## config.mk

```make
export PLATFORM = sky130hd
export DESIGN_NAME = fmc_decoder
export DESIGN_NICKNAME = d
export VERILOG_FILES = /design/src/rtl/fmc_pkg.sv /design/src/rtl/fmc_decoder.sv
export SDC_FILE = /design/constraint.sdc
export NUM_CORES = 1
export LEC_CHECK = 0
export ABC_CLOCK_PERIOD_IN_PS = 2350
export BUFFER_PORTS_ARGS = -buffer_cell sky130_fd_sc_hd__buf_2
export CAP_MARGIN = 20
export CORE_UTILIZATION = 40
export CTS_CLUSTER_DIAMETER = 50
export CTS_CLUSTER_SIZE = 16
export DETAILED_ROUTE_END_ITERATION = 10
export GPL_TIMING_DRIVEN = 0
export HOLD_SLACK_MARGIN = 0.15
export PLACE_DENSITY = 0.78
export SYNTH_ARGS = -nofsm -noshare
export SYNTH_HDL_FRONTEND = slang
export SYNTH_SLANG_ARGS = --single-unit
```

## constraint.sdc

```tcl
create_clock -name clock_i -period 2.35 [get_ports clock_i]
set_clock_uncertainty 0.15 [all_clocks]
set_input_delay 0.705 -clock clock_i [delete_from_list [all_inputs] [get_ports clock_i]]
set_output_delay 0.705 -clock clock_i [all_outputs]
set_load 0.05 [all_outputs]
```

## src/rtl/fmc_pkg.sv

```systemverilog
// Package for the floppy misc command decoder: opcodes, layouts, byte counts.
// Assumes byte-wide command and result streams driven by a FIFO front end.
package fmc_pkg;
  // Opcodes in bits 4:0 (upper bits carry flags)
  localparam logic [4:0] OP_DUMP    = 5'h0E;
  localparam logic [4:0] OP_READ_ID = 5'h0A;
  localparam logic [4:0] OP_PERP    = 5'h12;
  localparam logic [4:0] OP_LOCK    = 5'h14;
  localparam logic [4:0] OP_READ    = 5'h06;
  localparam logic [4:0] OP_READ_DEL = 5'h0C;
  localparam logic [4:0] OP_WRITE   = 5'h05;
  localparam logic [4:0] OP_WRITE_DEL = 5'h09;
  localparam logic [4:0] OP_VERIFY  = 5'h16;
  localparam logic [4:0] OP_FORMAT  = 5'h0D;
  localparam logic [7:0] ST0_INVALID = 8'h80;
  localparam logic [3:0] DUMP_LEN   = 4'hA;
  localparam logic [3:0] XFER_PARAMS = 4'h8;
  localparam logic [3:0] XFER_RESULTS = 4'h7;
  localparam logic [3:0] RID_RESULTS = 4'h7;
  localparam int unsigned LOCK_BIT  = 7;
  localparam int unsigned LOCK_RES_BIT = 4;

  // Drive settings held elsewhere, reported by dump
  typedef struct packed {
    logic [3:0][7:0] present_cylinder_number;
    logic [3:0] step_rate_time;
    logic [3:0] head_unload_time;
    logic [6:0] head_load_time;
    logic       non_dma_flag;
    logic [7:0] sector_count;
    logic [7:0] end_of_track_sector;
    logic       implied_seek_enable;
    logic       fifo_disable_flag;
    logic       poll_disable;
    logic [3:0] fifo_threshold;
    logic [7:0] precomp_start_track;
  } fmc_cfg_s;

  // Engine status returned from the read/write engines
  typedef struct packed {
    logic [7:0] status_zero;
    logic [7:0] status_one;
    logic [7:0] status_two;
    logic [7:0] cyl;
    logic [7:0] head;
    logic [7:0] rec;
    logic [7:0] size;
  } fmc_res_s;

  typedef enum logic [2:0] {
    ST_IDLE, ST_PARAM, ST_SEEK, ST_EXEC, ST_RESULT
  } fmc_state_e;
endpackage

```

## src/rtl/fmc_decoder.sv

```systemverilog
// Command decoder for dump, read id, perpendicular, lock, invalid and data transfer.
// Assumes cmd bytes arrive as one-cycle strobes and results are popped one per strobe.
// Notes on behaviour
// - Dump reports sector count after a format and end-of-track after a read or write.
// - Internal drive bits from perpendicular mode never reach drive select pins.
// - Read, write and verify share parameters and results, differing only in bits 0 to 4.
// - With implied seek enabled a data transfer seeks to the cylinder first.
// - The implied seek needs no extra bytes or host action.
// - The addressed drive's busy flag is set during the implied seek.
// - A failed implied seek is reported through the normal result phase.
// - On a failed seek status zero holds the error and the cylinder byte the failing cylinder.
// - Unknown opcodes go to standby and return one byte status zero of 80H.
// - Read id captures the first good id and returns three status then C, H, R, N.
`timescale 1ns/1ns
module fmc_decoder
(
  input  wire logic              clock_i,
  input  wire logic              srst_i,
  input  wire logic              cmd_valid_i,
  input  wire logic [7:0]        cmd_byte_i,
  input  wire logic              res_pop_i,
  input  wire fmc_pkg::fmc_cfg_s cfg_i,
  input  wire logic              seek_done_i,
  input  wire logic              seek_fail_i,
  input  wire logic [7:0]        seek_cyl_i,
  input  wire logic [7:0]        seek_st0_i,
  input  wire logic              exec_done_i,
  input  wire fmc_pkg::fmc_res_s exec_res_i,
  output logic                   res_valid_o,
  output logic [7:0]             res_byte_o,
  output logic                   busy_o,
  output logic [3:0]             drive_busy_o,
  output logic                   seek_start_o,
  output logic [7:0]             seek_cyl_o,
  output logic                   exec_start_o,
  output logic [4:0]             exec_op_o,
  output logic [1:0]             exec_drive_o,
  output logic                   exec_head_o,
  output logic                   lock_o,
  output logic [3:0]             perp_drive_bits_o,
  output logic                   perp_gap_o,
  output logic                   perp_perpendicular_write_gate_o,
  output logic                   standby_o
);
  import fmc_pkg::*;

  typedef struct packed {
    fmc_state_e      state;
    logic [4:0]      op;
    logic [3:0]      cnt;
    logic [3:0]      nres;
    logic [9:0][7:0] res;
    logic [7:0][7:0] par;
    logic            last_fmt;
    logic            lock;
    logic [3:0]      dbits;
    logic            perpendicular_gap_select;
    logic            perpendicular_write_gate;
    logic            seek_start;
    logic            exec_start;
    logic [3:0]      dbusy;
    logic            standby;
    logic            rvalid;
    logic            busy;
  } fmc_st_s;

  fmc_st_s st_r;
  fmc_st_s st_nxt;

  // Bytes following the opcode byte for each command
  function automatic logic [3:0] param_len(input logic [4:0] op);
    if (op == OP_READ_ID)
      return 4'h1;
    else if (op == OP_PERP)
      return 4'h1;
    else if (is_xfer(op))
      return XFER_PARAMS;
    else
      return 4'h0;
  endfunction

  function automatic logic is_xfer(input logic [4:0] op);
    return (op == OP_READ) || (op == OP_READ_DEL) || (op == OP_WRITE) ||
           (op == OP_WRITE_DEL) || (op == OP_VERIFY);
  endfunction

  // One pass of next-state logic
  always_comb
  begin
    st_nxt = st_r;
    st_nxt.seek_start = 1'b0;
    st_nxt.exec_start = 1'b0;
    case (st_r.state)
      ST_IDLE:
      begin
        if (cmd_valid_i)
        begin
          st_nxt.op = cmd_byte_i[4:0];
          st_nxt.cnt = 4'h0;
          st_nxt.standby = 1'b0;
          if (cmd_byte_i[4:0] == OP_DUMP)
          begin
            st_nxt.res[0] = cfg_i.present_cylinder_number[0];
            st_nxt.res[1] = cfg_i.present_cylinder_number[1];
            st_nxt.res[2] = cfg_i.present_cylinder_number[2];
            st_nxt.res[3] = cfg_i.present_cylinder_number[3];
            st_nxt.res[4] = {cfg_i.step_rate_time, cfg_i.head_unload_time};
            st_nxt.res[5] = {cfg_i.head_load_time, cfg_i.non_dma_flag};
            st_nxt.res[6] = st_r.last_fmt ? cfg_i.sector_count : cfg_i.end_of_track_sector;
            st_nxt.res[7] = {st_r.lock, 1'b0, st_r.dbits, st_r.perpendicular_gap_select, st_r.perpendicular_write_gate};
            st_nxt.res[8] = {1'b0, cfg_i.implied_seek_enable, cfg_i.fifo_disable_flag,
                             cfg_i.poll_disable, cfg_i.fifo_threshold};
            st_nxt.res[9] = cfg_i.precomp_start_track;
            st_nxt.nres = DUMP_LEN;
            st_nxt.state = ST_RESULT;
          end
          else if (cmd_byte_i[4:0] == OP_LOCK)
          begin
            // lock from bit 7 echoed in bit 4
            st_nxt.lock = cmd_byte_i[LOCK_BIT];
            st_nxt.res[0] = '0;
            st_nxt.res[0][LOCK_RES_BIT] = cmd_byte_i[LOCK_BIT];
            st_nxt.nres = 4'h1;
            st_nxt.state = ST_RESULT;
          end
          else if (param_len(cmd_byte_i[4:0]) != 4'h0)
            st_nxt.state = ST_PARAM;
          else if (cmd_byte_i[4:0] == OP_FORMAT)
            st_nxt.last_fmt = 1'b1; // Format engine handled elsewhere
          else
          begin
            st_nxt.standby = 1'b1;
            st_nxt.res[0] = ST0_INVALID;
            st_nxt.nres = 4'h1;
            st_nxt.state = ST_RESULT;
          end
        end
      end
      ST_PARAM:
      begin
        if (cmd_valid_i)
        begin
          // perpendicular byte kept out of drive fields
          if (st_r.op != OP_PERP)
            st_nxt.par[st_r.cnt[2:0]] = cmd_byte_i;
          st_nxt.cnt = st_r.cnt + 4'h1;
          if (st_r.cnt + 4'h1 == param_len(st_r.op))
          begin
            if (st_r.op == OP_PERP)
            begin
              // drive bits kept internal, overwrite gated by bit 7
              if (cmd_byte_i[7])
                st_nxt.dbits = cmd_byte_i[5:2];
              st_nxt.perpendicular_gap_select = cmd_byte_i[1];
              st_nxt.perpendicular_write_gate = cmd_byte_i[0];
              st_nxt.state = ST_IDLE;
            end
            else if (is_xfer(st_r.op) && cfg_i.implied_seek_enable)
            begin
              // seek launched with no host action
              st_nxt.last_fmt = 1'b0;
              st_nxt.seek_start = 1'b1;
              st_nxt.dbusy = 4'h1 << st_r.par[0][1:0];
              st_nxt.state = ST_SEEK;
            end
            else
            begin
              if (is_xfer(st_r.op))
                st_nxt.last_fmt = 1'b0;
              st_nxt.exec_start = 1'b1;
              st_nxt.state = ST_EXEC;
            end
          end
        end
      end
      ST_SEEK:
      begin
        if (seek_fail_i)
        begin
          st_nxt.res[0] = seek_st0_i;
          st_nxt.res[1] = 8'h00;
          st_nxt.res[2] = 8'h00;
          st_nxt.res[3] = seek_cyl_i;
          st_nxt.res[4] = st_r.par[2];
          st_nxt.res[5] = st_r.par[3];
          st_nxt.res[6] = st_r.par[4];
          st_nxt.nres = XFER_RESULTS;
          st_nxt.dbusy = 4'h0;
          st_nxt.state = ST_RESULT;
        end
        else if (seek_done_i)
        begin
          st_nxt.dbusy = 4'h0;
          st_nxt.exec_start = 1'b1;
          st_nxt.state = ST_EXEC;
        end
      end
      ST_EXEC:
      begin
        if (exec_done_i)
        begin
          // seven result bytes, status then id
          st_nxt.res[0] = exec_res_i.status_zero;
          st_nxt.res[1] = exec_res_i.status_one;
          st_nxt.res[2] = exec_res_i.status_two;
          st_nxt.res[3] = exec_res_i.cyl;
          st_nxt.res[4] = exec_res_i.head;
          st_nxt.res[5] = exec_res_i.rec;
          st_nxt.res[6] = exec_res_i.size;
          st_nxt.nres = (st_r.op == OP_READ_ID) ? RID_RESULTS : XFER_RESULTS;
          st_nxt.state = ST_RESULT;
        end
      end
      ST_RESULT:
      begin
        // Shift so the head byte is always slot zero
        if (res_pop_i)
        begin
          st_nxt.res = {8'h00, st_r.res[9:1]};
          st_nxt.nres = st_r.nres - 4'h1;
          if (st_r.nres == 4'h1)
            st_nxt.state = ST_IDLE;
        end
      end
      default:
        st_nxt.state = ST_IDLE;
    endcase
    // Status flags registered so the outputs leave straight from flops
    st_nxt.rvalid = (st_nxt.state == ST_RESULT);
    st_nxt.busy   = (st_nxt.state != ST_IDLE);
    if (srst_i)
    begin
      st_nxt = '0;
      st_nxt.state = ST_IDLE;
    end
  end

  // Single state register
  always_ff @(posedge clock_i)
  begin
    st_r <= st_nxt;
  end

  assign res_valid_o       = st_r.rvalid;
  assign res_byte_o        = st_r.res[0];
  assign busy_o            = st_r.busy;
  assign drive_busy_o      = st_r.dbusy;
  assign seek_start_o      = st_r.seek_start;
  assign seek_cyl_o        = st_r.par[1];
  assign exec_start_o      = st_r.exec_start;
  assign exec_op_o         = st_r.op;
  assign exec_drive_o      = st_r.par[0][1:0];
  assign exec_head_o       = st_r.par[0][2];
  assign lock_o            = st_r.lock;
  assign perp_drive_bits_o = st_r.dbits;
  assign perp_gap_o        = st_r.perpendicular_gap_select;
  assign perp_perpendicular_write_gate_o      = st_r.perpendicular_write_gate;
  assign standby_o         = st_r.standby;
endmodule

```

* Word-level counts from Yosys, hierarchy flattened
Cells that the tools add are included.
** Operators by class
- Add/sub/neg operators :: 2
- Magnitude comparators :: 2
- Equal/unequal tests :: 42
- Shift-type cells :: 1
- Mux-type cells :: 76
- Bitwise operators :: 4
- Reductions and logical operators :: 29
** Operators by type and width (number)
- $pmux 56 s4 :: 1
- $mux 56 :: 2
- $mux 96 :: 1
- $mux 4 :: 21
- $mux 84 :: 1
- $mux 72 :: 1
- $bwmux 64 :: 1
- $mux 8 :: 6
- $pmux 24 s2 :: 1
- $eq 5x4->1 const B :: 8
- $mux 3 :: 11
- $ne 2x2->1 const B :: 13
- $eq 5x5->1 const B :: 5
- $demux 8 s3 :: 1
- $eq 5x3->1 const B :: 4
- $mux 5 :: 4
- $mux 1 :: 17
- $pmux 4 s4 :: 1
- $pmux 3 s5 :: 1
- $reduce_and 4->1 :: 3
- $reduce_and 6->1 :: 2
- $pmux 5 s2 :: 1
- $reduce_and 10->1 :: 1
- $logic_or 1x1->1 :: 8
- other kinds (27) :: 41
** Word-level totals
- Register bits after elaboration :: 177
- Bits of input ports :: 166
- Output and inout port bits :: 40
- Word-level logic and storage cells :: 189

* Logic depth before layout (Yosys ltp)
- Word-level depth :: 19
- Gate-level depth with buffers :: 10

* Worst setup path before layout
No wires, ideal clock.
- Kind :: input port to flip-flop
- Start point :: in cmd_valid_i
- End point :: reg st_r[100] in the netlist's numbering
- Library setup time :: 0.137 ns
- Arrival :: 2.196 ns
- Path slack :: -0.134 ns
- Cell stages on the path :: 8
- Cells stage by stage :: buf_2 -> nand2b_1 -> a311oi_1 -> o21ai_1 -> nand2_1 -> clkbuf_1 -> buf_1 -> a211oi_1
** On the way
- Longest elaborated chain between the ends :: 2
** Ends and longest elaborated chain
- start, declared :: line fmc_decoder.sv:19 : input wire logic cmd_valid_i,
- $ne 2x2->1 (no source line)
- $reduce_and 6->1 (no source line)
- end signal, assigned :: line fmc_decoder.sv:241 : st_r <= st_nxt;
- end, declared :: line fmc_decoder.sv:67 : fmc_st_s st_r;
Every way passes these cells.
A chain may end at the register's enable or synchronous reset.

* Worst setup path in the final report
- Start point :: in cmd_valid_i
- End point :: reg st_r[113] in the netlist's numbering
The elaborated chain is that of the path after synthesis.

==> impl_metrics.json <==
{
  "status": "complete, but fails checks",
  "violations": "DRC",
  "period_minus_slack_ns": 2.289,
  "seq_area_frac_synth": 0.3945,
  "crit_buf_inv": 3,
  "antenna_found_initial": 4,
  "setup_violations": 0,
  "syn_nets": 1023,
  "startpoint_type": "input port",
  "worst_slew_pin_slew_ns": 0.8135,
  "hold_viol": 0,
  "clk_latency_ns": 0.42,
  "drcViolationCount": 14,
  "crit_cells": 9,
  "cp-endpoint": "st_r[113]$_SDFFE_PP0P_",
  "io_buffers": 202,
  "synth_compound_area_frac": 0.2082,
  "fp.dieW_um": 139.0,
  "crit_path_end_kind": "flop",
  "crit_path_frequent_cell": "buf_2",
  "clkTransAtPathRegs_ns": 0.06,
  "synth_cell_types": 58,
  "cts_buffers": 17,
  "htreeDepth": 4,
  "grt_overflow": 0,
  "fp-row-count": 49,
  "regToRegEndpoint": "st_r[113]$_SDFFE_PP0P_",
  "cts_tree": "yes",
  "synthAdderAreaFrac": 0.004998,
  "rrSetupSlack_ns": 0.08,
  "drive_gt1_frac": 0.3566,
  "synth-xor-area-share": 0.007163,
  "gp_congestion": 0.9491,
  "critical_path_required_ns": 2.52,
  "hp-class": "flop to flop",
  "dieHeight_um": 139.0,
  "finish.utilization": 0.5281,
  "fmax_ghz": 0.4369,
  "synth.area.mux_share": 0.1311,
  "first_iter_violations": 952,
  "cts.sinks": 148,
  "cts-hold-fix-buffers": 0,
  "crit_type": "input port to flop",
  "internal_power_mw": 4.884,
  "vias": 7841,
  "startpoint": "cmd_valid_i",
  "die-area_um2": 19330,
  "avgSynthCellArea_um2": 8.795,
  "reg2reg_depth": 6,
  "p_leak_nw": 3.884,
  "ys.flop_type": "dfxtp_1",
  "vias_per_cell": 5.922,
  "combPwrFrac": 0.224,
  "seqPwrFrac": 0.401,
  "synth-edff-count": 0,
  "arrival_ns": 2.46,
  "cts_max_path_buffers": 2,
  "start_util": 0.4125,
  "root_buffer": "clkbuf_16",
  "synth-simple-area-share": 0.1781,
  "final_max_slew_viol_count": 0,
  "async_reset_ff_frac": 0,
  "power_density_nw_per_um2": 739.1,
  "r2r-start": "st_r[175]$_SDFF_PP0_",
  "synthCells": 854,
  "switching_share": 0.3127,
  "wl_per_cell_um": 19.59,
  "final_antenna_net_count": 0,
  "worstPathCellList": "buf_2, clkbuf_4, nand2b_2, a311oi_2, o21ai_1, nand2_2, buf_2, nor2_1, a211oi_1",
  "yosysWarnings": 0,
  "grt_use_total": 0.2625,
  "netSwitchingPower_mw": 2.223,
  "io_pins": 206,
  "area_growth_syn_to_layout_pct": 28.02,
  "critPathTopFamily": "compound AO/OA/AOI/OAI gates",
  "coreArea_um2": 18210,
  "grt_pass1_wl_um": 39580,
  "cp_slowest_cell": "a311oi_2",
  "path_max_fanout": 10,
  "dpl.cell_count": 1285,
  "synth-seq-cells": 148,
  "stdcell_count": 1324,
  "grt_pass1_vias": 7278,
  "dp_hpwl_um": 18960,
  "synth_top_family_by_area": "compound AO/OA/AOI/OAI gates",
  "final_common_cell": "buf_2",
  "maxCapViolCount": 0,
  "pwr-share-clk": 0.374,
  "design_power_total_mw": 7.107,
  "grt_max_degree": 17,
  "max_slew_margin": 0.4577,
  "totalWireLength_um": 25930,
  "synth_area_um2": 7511,
  "peakVddDrop_mv": 0.5517,
  "fin_nets": 1248,
  "dr.pass1.iters": 11,
  "fin_crit_sh": 0.9739,
  "nFillCells": 1620,
  "final_cell_mix": "buf_2 (214), dfxtp_1 (146), nor2_1 (137)",
  "slowest_delay_ns": 0.35
}
final cells by class:
cell class	count	area, um^2	share of cell area
Timing Repair Buffer	207	1061	0.1103
Tap cell	229	286.5	0.02980
Antenna cell	4	10.01	0.001041
Buffer	112	623.1	0.06480
Multi-Input combinational cell	590	4094	0.4258
Clock buffer	19	432.9	0.04502
Clock inverter	12	131.4	0.01366
Inverter	3	11.26	0.001171
Sequential cell	148	2965	0.3084
synthesized netlist by cell type, types with 4 or more instances:
library cell / number / area, um^2
a211oi_1: 59 / 442.9
a21oi_1: 29 / 145.1
a221oi_1: 4 / 35.03
a222oi_1: 55 / 550.5
a311oi_1: 15 / 131.4
and2_1: 5 / 31.28
buf_1: 7 / 26.28
buf_2: 15 / 75.07
buf_4: 31 / 232.7
clkbuf_1: 60 / 225.2
dfxtp_1: 148 / 2963
mux2_2: 49 / 551.8
mux2i_1: 41 / 410.4
nand2_1: 59 / 221.5
nand2b_1: 14 / 87.58
nand3_1: 32 / 160.2
nand3b_1: 5 / 37.54
nor2_1: 140 / 525.5
nor3_1: 9 / 45.04
o21ai_0: 13 / 65.06
o21ai_1: 7 / 35.03
or3_1: 4 / 25.02
logic make-up after synthesis:
family | after synthesis
compound gates | 199
xor+xnor | 4
fa+ha+maj | 3
buf+inv | 116
flops | 148
mux | 91
simple gates | 293
power by group through the flow:
stage               clock network (mW)  registers [mW]  logic, mW
floorplan                            0            2.88       1.01
global placement                     0            2.89       1.48
detailed placement                   0            2.89       1.50
CTS                               2.67            2.84       1.54
global route                      2.80            2.87       1.72
finish                            2.66            2.85       1.59
tightest hold or removal path, stage by stage (launching register included):
cell and delay [ns]:
dfxtp_1 0.31, nand2_1 0.05, a21oi_1 0.05
what timing repair did:
item	CTS	global route
resized for setup	31	49
setup endpoints to repair	126	114
buffers inserted	2	3
pin swaps	1	4
worst min-delay path by stage:
| stage | startpoint | endpoint | slack, ns | cells after the start |
|---|---|---|---|---|
| 2_1_floorplan | st_r[160]$_SDFFE_PP0P_ | st_r[160]$_SDFFE_PP0P_ | 0.28 | 2 |
| 3_3_place_gp | st_r[154]$_SDFFE_PP0P_ | st_r[154]$_SDFFE_PP0P_ | 0.29 | 2 |
| 3_5_place_dp | st_r[158]$_SDFFE_PP0P_ | st_r[158]$_SDFFE_PP0P_ | 0.30 | 2 |
| 4_1_cts | st_r[158]$_SDFFE_PP0P_ | st_r[158]$_SDFFE_PP0P_ | 0.31 | 2 |
| 5_1_grt | st_r[160]$_SDFFE_PP0P_ | st_r[160]$_SDFFE_PP0P_ | 0.33 | 2 |
| 6_report | st_r[155]$_SDFFE_PP0P_ | st_r[155]$_SDFFE_PP0P_ | 0.31 | 2 |
registers in the layout, indices dropped and copies added, names as in the netlist:
register and flops:
exec_start_o 1, res_valid_o 1, exec_head_o 1, perp_perpendicular_write_gate_o 1
st_r 108, perp_gap_o 1, perp_drive_bits_o 4, lock_o 1
seek_start_o 1, seek_cyl_o 8, exec_op_o 5, busy_o 1
drive_busy_o 4, res_byte_o 8, standby_o 1, exec_drive_o 2
per-layer routing:
layer | vias up | part of all wire | track usage | wire, um
met3 | 58 | 0.095 | 0.05076 | 2459
met2 | 447 | 0.46 | 0.4125 | 11960
li1 | 3597 | - | - | -
met1 | 3739 | 0.42 | 0.3514 | 10770
met4 | 0 | 0.028 | 0.1105 | 738
met5 | - | 0 | 0 | 0
stage by stage:
stage / setup WS, ns / hold slack, ns / setup TNS, ns / instance area, um^2
2_1_floorplan: 0.01646 / 0.2821 / 0 / 7528
3_3_place_gp: -0.6939 / 0.2899 / -66.97 / 8826
3_5_place_dp: -0.6775 / 0.2994 / -66.69 / 8826
4_1_cts: 0.001670 / 0.3085 / 0 / 9513
5_1_grt: -0.01384 / 0.3307 / -0.01523 / 9615
6_report: 0.06137 / 0.3118 / 0 / 9615
Power figures use the tool's default switching activity.
